--- config.mk ---
export PLATFORM = sky130hd
export DESIGN_NAME = parallel_line_controller
export DESIGN_NICKNAME = d
export VERILOG_FILES = /design/src/parallel_line_controller.v
export VERILOG_INCLUDE_DIRS = /design/src /design/src/src
export SDC_FILE = /design/constraint.sdc
export NUM_CORES = 1
export LEC_CHECK = 0
export BUFFER_PORTS_ARGS = -buffer_cell sky130_fd_sc_hd__buf_4
export CAP_MARGIN = 20
export CORE_UTILIZATION = 60
export CTS_CLUSTER_DIAMETER = 120
export CTS_CLUSTER_SIZE = 20
export DETAILED_ROUTE_END_ITERATION = 8
export GPL_ROUTABILITY_DRIVEN = 0
export PLACE_DENSITY = 0.84
export SYNTH_ARGS = -nofsm -noshare
export SYNTH_HDL_FRONTEND = slang
export SYNTH_SLANG_ARGS = --single-unit
--- constraint.sdc ---
create_clock -name pclk -period 5.19 [get_ports pclk]
set_clock_uncertainty 0.15 [all_clocks]
set_input_delay 0.2595 -clock pclk [delete_from_list [all_inputs] [get_ports pclk]]
set_output_delay 0.2595 -clock pclk [all_outputs]
set_load 0.05 [all_outputs]
--- src/line_ctrl_defines.vh ---
// register map, widths and reset values of the parallel line controller
`ifndef LINE_CTRL_DEFINES_VH
`define LINE_CTRL_DEFINES_VH
`define LC_W 32
`define LC_AW 8
`define LC_GRANT 8'h00
`define LC_RELEASE 8'h04
`define LC_CTRL_STATE 8'h08
`define LC_DRV_EN 8'h10
`define LC_DRV_DIS 8'h14
`define LC_DRV_STATE 8'h18
`define LC_FLT_EN 8'h20
`define LC_FLT_DIS 8'h24
`define LC_FLT_STATE 8'h28
`define LC_LVL_SET 8'h30
`define LC_LVL_CLR 8'h34
`define LC_LVL_STATE 8'h38
`define LC_PIN_SAMPLE 8'h3C
`define LC_IRQ_EN 8'h40
`define LC_IRQ_DIS 8'h44
`define LC_IRQ_MASK 8'h48
`define LC_IRQ_STATUS 8'h4C
`define LC_DW_EN 8'hA0
`define LC_DW_DIS 8'hA4
`define LC_DW_STATE 8'hA8
`define LC_ZERO 32'h0000_0000
`define LC_IMPL_DEFAULT 32'hFFFF_FFFF
`define LC_MUXED_DEFAULT 32'hFFFF_FFFF
`define LC_FLT_LEN 2
`endif

--- src/parallel_line_controller.v ---
// parallel line controller: ownership, drive, level, filter and change irq
`timescale 1ns/1ps
`default_nettype none
`include "line_ctrl_defines.vh"
module parallel_line_controller #(
  parameter [31:0] IMPL_LINES = `LC_IMPL_DEFAULT,
  parameter [31:0] MUXED_LINES = `LC_MUXED_DEFAULT
) (
  input wire pclk,
  input wire presetn,
  input wire psel,
  input wire penable,
  input wire pwrite,
  input wire [31:0] paddr,
  input wire [31:0] pwdata,
  output reg [31:0] prdata,
  output wire pready,
  output wire pslverr,
  input wire [31:0] pin_in,
  output reg [31:0] pin_out,
  output reg [31:0] pin_oe,
  output reg [31:0] periph_sel,
  input wire [31:0] periph_out,
  input wire [31:0] periph_oe,
  output reg [31:0] line_in,
  output reg irq
);
  reg [31:0] own_q;
  reg [31:0] drv_q;
  reg [31:0] flt_q;
  reg [31:0] lvl_q;
  reg [31:0] imr_q;
  reg [31:0] isr_q;
  reg [31:0] dw_q;
  reg [31:0] sync1_q;
  reg [31:0] sync2_q;
  reg [31:0] filt_q;
  reg [31:0] prev_q;
  reg [31:0] rdata_d;
  reg rdy_q;
  wire [31:0] mask;
  wire wr;
  wire rd;
  wire [31:0] wd;
  wire [31:0] change;
  wire [`LC_AW-1:0] a;

  // one wait state: setup, access, answer with pready on second access cycle
  assign pready = rdy_q;
  assign pslverr = 1'b0;
  assign a = paddr[`LC_AW-1:0];
  assign wr = psel & penable & pwrite & rdy_q;
  assign rd = psel & penable & ~pwrite & rdy_q;
  assign mask = IMPL_LINES;
  assign wd = pwdata & mask;

  always @(posedge pclk or negedge presetn) begin
    if (!presetn) begin
      rdy_q <= 1'b0;
    end else begin
      rdy_q <= psel & penable & ~rdy_q;
    end
  end

  // two-stage synchroniser per pad; only the second stage feeds logic
  always @(posedge pclk or negedge presetn) begin
    if (!presetn) begin
      sync1_q <= `LC_ZERO;
    end else begin
      sync1_q <= pin_in;
    end
  end

  always @(posedge pclk or negedge presetn) begin
    if (!presetn) begin
      sync2_q <= `LC_ZERO;
    end else begin
      sync2_q <= sync1_q;
    end
  end

  // one more sample of the synchronised level, for the stability test
  // reading the first stage here would let metastability leak in
  reg [31:0] hist_q;

  always @(posedge pclk or negedge presetn) begin
    if (!presetn) begin
      hist_q <= `LC_ZERO;
    end else begin
      hist_q <= sync2_q;
    end
  end

  // filter per line: level must match over LC_FLT_LEN samples
  // a pulse shorter than that never reaches the filtered level
  // costs one cycle of latency on filtered lines only
  genvar i;
  generate
    for (i = 0; i < `LC_W; i = i + 1) begin : g_line
      wire same;
      assign same = (sync2_q[i] == hist_q[i]);
      always @(posedge pclk or negedge presetn) begin
        if (!presetn) begin
          filt_q[i] <= 1'b0;
        end else if (!flt_q[i]) begin
          filt_q[i] <= sync2_q[i];
        end else if (same) begin
          filt_q[i] <= sync2_q[i];
        end
      end
    end
  endgenerate

  assign change = (filt_q ^ prev_q) & mask;

  // register strobes, one per write address plus the status read, all on the answer edge
  // writes to read-only or reserved addresses decode to nothing
  wire wr_grant;
  wire wr_release;
  wire wr_drv_en;
  wire wr_drv_dis;
  wire wr_flt_en;
  wire wr_flt_dis;
  wire wr_lvl_set;
  wire wr_lvl_clr;
  wire wr_lvl_state;
  wire wr_irq_en;
  wire wr_irq_dis;
  wire wr_dw_en;
  wire wr_dw_dis;
  wire rd_status;

  assign wr_grant = wr & (a == `LC_GRANT);
  assign wr_release = wr & (a == `LC_RELEASE);
  assign wr_drv_en = wr & (a == `LC_DRV_EN);
  assign wr_drv_dis = wr & (a == `LC_DRV_DIS);
  assign wr_flt_en = wr & (a == `LC_FLT_EN);
  assign wr_flt_dis = wr & (a == `LC_FLT_DIS);
  assign wr_lvl_set = wr & (a == `LC_LVL_SET);
  assign wr_lvl_clr = wr & (a == `LC_LVL_CLR);
  assign wr_lvl_state = wr & (a == `LC_LVL_STATE);
  assign wr_irq_en = wr & (a == `LC_IRQ_EN);
  assign wr_irq_dis = wr & (a == `LC_IRQ_DIS);
  assign wr_dw_en = wr & (a == `LC_DW_EN);
  assign wr_dw_dis = wr & (a == `LC_DW_DIS);
  assign rd_status = rd & (a == `LC_IRQ_STATUS);

  // previous filtered level, the reference for change detection
  always @(posedge pclk or negedge presetn) begin
    if (!presetn) begin
      prev_q <= `LC_ZERO;
    end else begin
      prev_q <= filt_q;
    end
  end

  // ownership: a set bit hands the pad to the line controller
  // reset leaves every muxed line with its peripheral
  always @(posedge pclk or negedge presetn) begin
    if (!presetn) begin
      own_q <= `LC_ZERO;
    end else if (wr_grant) begin
      own_q <= own_q | wd;
    end else if (wr_release) begin
      own_q <= own_q & ~wd;
    end
  end

  // output driver enable per line
  // only reaches the pad on lines the controller owns
  always @(posedge pclk or negedge presetn) begin
    if (!presetn) begin
      drv_q <= `LC_ZERO;
    end else if (wr_drv_en) begin
      drv_q <= drv_q | wd;
    end else if (wr_drv_dis) begin
      drv_q <= drv_q & ~wd;
    end
  end

  // glitch filter enable per line
  always @(posedge pclk or negedge presetn) begin
    if (!presetn) begin
      flt_q <= `LC_ZERO;
    end else if (wr_flt_en) begin
      flt_q <= flt_q | wd;
    end else if (wr_flt_dis) begin
      flt_q <= flt_q & ~wd;
    end
  end

  // scheduled output level; set and clear never touch other lines
  always @(posedge pclk or negedge presetn) begin
    if (!presetn) begin
      lvl_q <= `LC_ZERO;
    end else if (wr_lvl_set) begin
      lvl_q <= lvl_q | wd;
    end else if (wr_lvl_clr) begin
      lvl_q <= lvl_q & ~wd;
    end else if (wr_lvl_state) begin
      // direct write only on lines opened for it
      lvl_q <= (lvl_q & ~dw_q) | (wd & dw_q);
    end
  end

  // change interrupt mask
  always @(posedge pclk or negedge presetn) begin
    if (!presetn) begin
      imr_q <= `LC_ZERO;
    end else if (wr_irq_en) begin
      imr_q <= imr_q | wd;
    end else if (wr_irq_dis) begin
      imr_q <= imr_q & ~wd;
    end
  end

  // lines on which direct level writes are allowed
  always @(posedge pclk or negedge presetn) begin
    if (!presetn) begin
      dw_q <= `LC_ZERO;
    end else if (wr_dw_en) begin
      dw_q <= dw_q | wd;
    end else if (wr_dw_dis) begin
      dw_q <= dw_q & ~wd;
    end
  end

  // read clears only what was reported; a change in the same cycle
  // survives, so no edge is lost between capture and clear
  always @(posedge pclk or negedge presetn) begin
    if (!presetn) begin
      isr_q <= `LC_ZERO;
    end else if (rd_status) begin
      isr_q <= (isr_q & ~prdata) | change;
    end else begin
      isr_q <= isr_q | change;
    end
  end

  // read views, unimplemented lines forced to zero
  wire [31:0] ctrl_view;
  wire [31:0] drv_view;
  wire [31:0] flt_view;
  wire [31:0] lvl_view;
  wire [31:0] pin_view;
  wire [31:0] imr_view;
  wire [31:0] isr_view;
  wire [31:0] dw_view;

  // lines without a peripheral always read as owned
  assign ctrl_view = (own_q | ~MUXED_LINES) & mask;
  assign drv_view = drv_q & mask;
  assign flt_view = flt_q & mask;
  assign lvl_view = lvl_q & mask;
  assign pin_view = filt_q & mask;
  assign imr_view = imr_q & mask;
  assign isr_view = isr_q & mask;
  assign dw_view = dw_q & mask;

  always @* begin
    case (a)
      `LC_CTRL_STATE: rdata_d = ctrl_view;
      `LC_DRV_STATE: rdata_d = drv_view;
      `LC_FLT_STATE: rdata_d = flt_view;
      `LC_LVL_STATE: rdata_d = lvl_view;
      `LC_PIN_SAMPLE: rdata_d = pin_view;
      `LC_IRQ_MASK: rdata_d = imr_view;
      `LC_IRQ_STATUS: rdata_d = isr_view;
      `LC_DW_STATE: rdata_d = dw_view;
      default: rdata_d = `LC_ZERO;
    endcase
  end

  // next values of the outputs, registered below
  wire [31:0] pin_out_d;
  wire [31:0] pin_oe_d;
  wire [31:0] periph_sel_d;
  wire irq_d;
  wire [31:0] prdata_d;
  wire rd_first;

  // owned lines driven from our level, others from the peripheral
  assign pin_out_d = (own_q & lvl_q) | (~own_q & periph_out);
  assign pin_oe_d = ((own_q & drv_q) | (~own_q & periph_oe)) & mask;
  assign periph_sel_d = ~ctrl_view & mask;
  assign irq_d = |(isr_q & imr_q);
  // read data only in the cycle pready stands, zero otherwise
  assign rd_first = psel & penable & ~pwrite & ~rdy_q;
  assign prdata_d = rd_first ? rdata_d : `LC_ZERO;

  always @(posedge pclk or negedge presetn) begin
    if (!presetn) begin
      prdata <= `LC_ZERO;
    end else begin
      prdata <= prdata_d;
    end
  end

  always @(posedge pclk or negedge presetn) begin
    if (!presetn) begin
      pin_out <= `LC_ZERO;
    end else begin
      pin_out <= pin_out_d;
    end
  end

  // drivers stay off through reset, so no pad is fought at power up
  always @(posedge pclk or negedge presetn) begin
    if (!presetn) begin
      pin_oe <= `LC_ZERO;
    end else begin
      pin_oe <= pin_oe_d;
    end
  end

  always @(posedge pclk or negedge presetn) begin
    if (!presetn) begin
      periph_sel <= `LC_ZERO;
    end else begin
      periph_sel <= periph_sel_d;
    end
  end

  always @(posedge pclk or negedge presetn) begin
    if (!presetn) begin
      line_in <= `LC_ZERO;
    end else begin
      line_in <= filt_q;
    end
  end

  always @(posedge pclk or negedge presetn) begin
    if (!presetn) begin
      irq <= 1'b0;
    end else begin
      irq <= irq_d;
    end
  end
endmodule
`default_nettype wire

### Yosys cells after proc, flatten, opt, wreduce, memory -nomap -nowiden

Index checks and enable logic that the tools add are counted.

| storage, ports and cells | value |
|---|---|
| logic and storage cells | 273 |
| bits of input ports | 165 |
| register bits after elaboration | 514 |
| output and inout port bits | 163 |

| cells by class | value |
|---|---|
| equality and inequality tests | 83 |
| mux-type cells | 80 |
| reductions and logical operators | 8 |
| bitwise logic cells | 53 |

Operators by type and width:

| kind | number |
|---|---|
| $mux 32 | 15 |
| $and 32x32->32 | 14 |
| $or 32x32->32 | 11 |
| $pmux 32 s8 | 1 |
| $not 32->32 | 4 |
| $mux 1 | 64 |
| $ne 2x1->1 const B | 32 |
| $eq 8x6->1 const B | 7 |
| $eq 1x1->1 | 32 |
| $eq 8x7->1 const B | 4 |
| $reduce_or 32->1 | 1 |
| $xor 32x32->32 | 1 |
| $eq 8x5->1 const B | 3 |
| $eq 8x8->1 const B | 3 |
| $and 1x1->1 | 21 |
| $reduce_bool 2->1 | 5 |
| $eq 8x3->1 const B | 1 |
| $eq 8x4->1 const B | 1 |
| $logic_not 8->1 | 1 |
| $reduce_bool 3->1 | 1 |
| $not 1->1 | 2 |

### Logic depth before layout (Yosys ltp)

| logic depth | value |
|---|---|
| depth in word-level cells | 7 |
| depth in mapped cells | 9 |
| gate-level depth less buffers | 4 |

### Worst setup path after synthesis

Ideal clock, no wire load.

| timing path | value |
|---|---|
| kind | reg-to-reg |
| from | register rdy_q (netlist: pready) |
| to | register (tool-made name) |
| slack | 2.753 ns |
| buffers on the path | 2 |
| clock period less this slack | 2.437 ns |
| data arrival time | 2.159 ns |
| stages on the path, launching flop included | 7 |
| setup time | 0.127 ns |
| required time | 4.913 ns |
| cells stage by stage | dfrtp_1 -> nand4_1 -> clkbuf_1 -> nor3_2 -> buf_2 -> nand2_1 -> mux2_1 |

RTL lines:

| element | line | RTL |
|---|---|---|
| start: declaration | parallel_line_controller.v:40 | `reg rdy_q;` |
| start signal: assignment | parallel_line_controller.v:61 | `rdy_q <= psel & penable & ~rdy_q;` |

==> results.py <==
metrics = {
    "detailed_routing": {
        "num_vias": 17178,
        "drc": 0,
        "drt_iter0_markers": 2004,
        "drt_pass1_iterations": 6,
        "wl_per_cell_um": 25.1,
        "wl_um": 66600,
        "ant_nets": 0,
        "viasPerCell": 6.47,
    },
    "timing": {
        "fmax_mhz": 327,
        "hold_viol": 0,
        "finalCritPeriodShare": 0.590,
        "fin_crit_ns": 3.06,
        "grt_setup_unrepaired": "false",
        "slew_headroom": 0.323,
        "worst_slew_pin_slew_ns": 1.01,
        "slew_viol_final": 0,
        "setup_violations": 0,
        "final.setup.tns_ns": 0,
    },
    "cells_and_area": {
        "layout_commonest_cell": "dfrtp_1",
        "nNetsFinal": 2365,
        "fin_cells": 2655,
        "area_growth_pct": 21.9,
        "mostFrequentLayoutCells": "dfrtp_1, buf_4, nand2_1",
        "drive_gt1_frac": 0.253,
    },
    "power": {
        "power_switching_w": 0.00185,
        "leakagePower_nw": 11.5,
        "p_sw_frac": 0.255,
        "power_density_nw_per_um2": 277,
        "combPwrFrac": 0.110,
        "seqPwrFrac": 0.579,
        "p_clk_frac": 0.311,
        "p_int_w": 0.00539,
        "peakVddDrop_mv": 0.255,
    },
    "grt": {
        "grt_max_degree": 145,
        "antenna_found_initial": 1,
        "grt_pass1_vias": 17659,
        "grt-ovfl-total": 0,
        "grt_pass1_wl_um": 102000,
        "track_usage": 0.370,
    },
    "floorplan": {
        "core-area_um2": 34800,
        "io_pins": 328,
        "die_h_um": 191,
        "die_area_um2": 36500,
        "die_w_um": 191,
        "rows": 68,
        "start_util": 0.615,
    },
    "synth": {
        "synth_top_flop_cell": "dfrtp_1",
        "yosysSeqAreaShare": 0.601,
        "synth_edf_count": 0,
        "syn_avg_cell_area_um2": 11.7,
        "yosysWarnings": 0,
        "synth.distinct_cells": 62,
        "synth_cells": 1828,
        "syn_nets": 1993,
        "ys_ff_latch": 514,
        "synth.cell_area_um2": 21400,
        "async_flop_share": 1.00,
    },
    "placed_design": {
        "io_buffers": 302,
        "dp_hpwl_um": 41200,
        "dp_cells": 2491,
    },
    "worst_setup_path": {
        "r2r_start": "pready$_DFF_PN0_",
        "startpoint": "pready$_DFF_PN0_",
        "rr_worst_depth": 6,
        "start_kind": "register",
        "cp_data_arrival_time_ns": 3.37,
        "critPathRequiredTime_ns": 5.50,
        "crit_type": "register to register",
        "r2r_slack_ns": 2.13,
        "critical_path.endpoint_type": "register",
        "worstPathMaxFanout": 39,
    },
    "clocking": {
        "htreeDepth": 1,
        "cts_resized": 0,
        "clockRootBuffer": "clkbuf_16",
        "clock-sinks": 514,
        "cts_buffers": 29,
        "clock_path_buffers": 3,
        "insertion_delay_ns": 0.58,
        "clkTransAtPathRegs_ns": 0.09,
        "cts_tree": "yes",
    },
    "run_status": {
        "status": "finished clean",
    },
    "flow_run": {
        "maxCapViolations": 0,
    },
    "min_path": {
        "hold_path_class": "input pin to register",
    },
}
layer usage:
| metal | share of wire | routed length [µm] | vias up | track usage |
|---|---|---|---|---|
| li1 | - | - | 7195 | - |
| met1 | 0.36 | 24200 | 8579 | 0.482 |
| met2 | 0.47 | 31400 | 1118 | 0.581 |
| met3 | 0.11 | 7160 | 284 | 0.0828 |
| met4 | 0.057 | 3830 | 2 | 0.198 |
| met5 | 0.00020 | 13 | - | 0 |
power by group through the flow:
stage          combinational (W)  sequential [W]  clock, W
2_1_floorplan           0.000208         0.00440         0
3_3_place_gp            0.000682         0.00426         0
3_5_place_dp            0.000699         0.00426         0
4_1_cts                 0.000781         0.00418   0.00227
5_1_grt                 0.000839         0.00420   0.00241
6_report                0.000796         0.00419   0.00225
cell families after synthesis:
kind of cell / Yosys count / synth area share
DFF: 514 / 0.601
AOI/OAI and AO/OA: 473 / 0.140
and+or+nand+nor: 388 / 0.0886
muxes: 224 / 0.118
buffers and inverters: 196 / 0.0394
xor gates and xnor gates: 32 / 0.0131
other: 1 / 0.000175
worst max-delay path, cell delays in order, from the launching register on:
cell and delay, ns:
dfrtp_1 0.45, nand4_1 0.12, buf_4 0.34, nor4_4 0.82
buf_4 0.53, nand2_1 0.15, mux2_2 0.31
how the worst min path moves through the flow:
stage | end | cells past startpoint | startpoint
6_report | prdata[30]$_DFF_PN0_ | 5 | psel
5_1_grt | isr_q[25]$_DFF_PN0_ | 5 | pwrite
4_1_cts | prdata[30]$_DFF_PN0_ | 5 | psel
3_5_place_dp | sync2_q[15]$_DFF_PN0_ | 0 | sync1_q[15]$_DFF_PN0_
3_3_place_gp | sync2_q[29]$_DFF_PN0_ | 0 | sync1_q[29]$_DFF_PN0_
2_1_floorplan | async pin | 0 | presetn
synth_stat cells, types with 6 or more instances:
library cell    n  share of area
a21o_1         37          0.013
a21oi_1       171          0.040
a221oi_1        7         0.0029
a222oi_1        9         0.0042
a22o_1         12         0.0049
a22oi_1        31          0.011
a31oi_1        49          0.014
a32o_1          9         0.0042
and3_1          6         0.0018
and3b_1        13         0.0053
buf_2          47          0.011
clkbuf_1       70          0.012
dfrtp_1       514           0.60
inv_1          66          0.012
mux2_1         22          0.012
mux2_2        163          0.086
mux2i_1        34          0.016
nand2_1       221          0.039
nand2b_1       36          0.011
nand4_1         6         0.0018
nor2_1         59          0.010
nor3b_1         7         0.0025
o21ai_0        62          0.014
o22ai_1        36          0.011
o2bb2ai_1       6         0.0025
o41ai_1        32          0.013
xor2_1         32          0.013
final cells by class:
class | count | area (µm²)
antenna | 1 | 2.50
fill | 2181 | 8700
tap | 455 | 569
inverter | 66 | 248
multi-input combinational | 1118 | 7750
timing repair buffer | 471 | 3930
clock buffer | 29 | 726
clock inverter | 1 | 8.76
sequential | 514 | 12900
timing repair:
item / CTS / global route
hold buffers: 131 / 0
buffers inserted: 0 / 0
hold endpoints to repair: 411 / 0
setup endpoints to repair: 0 / 0
stage by stage:
step	total power [W]	utilization	instance area [µm²]	worst slack, ns	hold WS, ns
CTS	0.00723	0.749	26100	2.26	0.0731
floorplan	0.00461	-	21400	2.75	-0.186
global placement	0.00494	0.690	24000	1.90	0.182
global route	0.00745	0.750	26100	2.07	0.108
finish	0.00724	0.750	26100	2.13	0.0894
detailed placement	0.00496	0.691	24000	1.87	0.185
No activity file was read; power rests on OpenSTA's default activity.
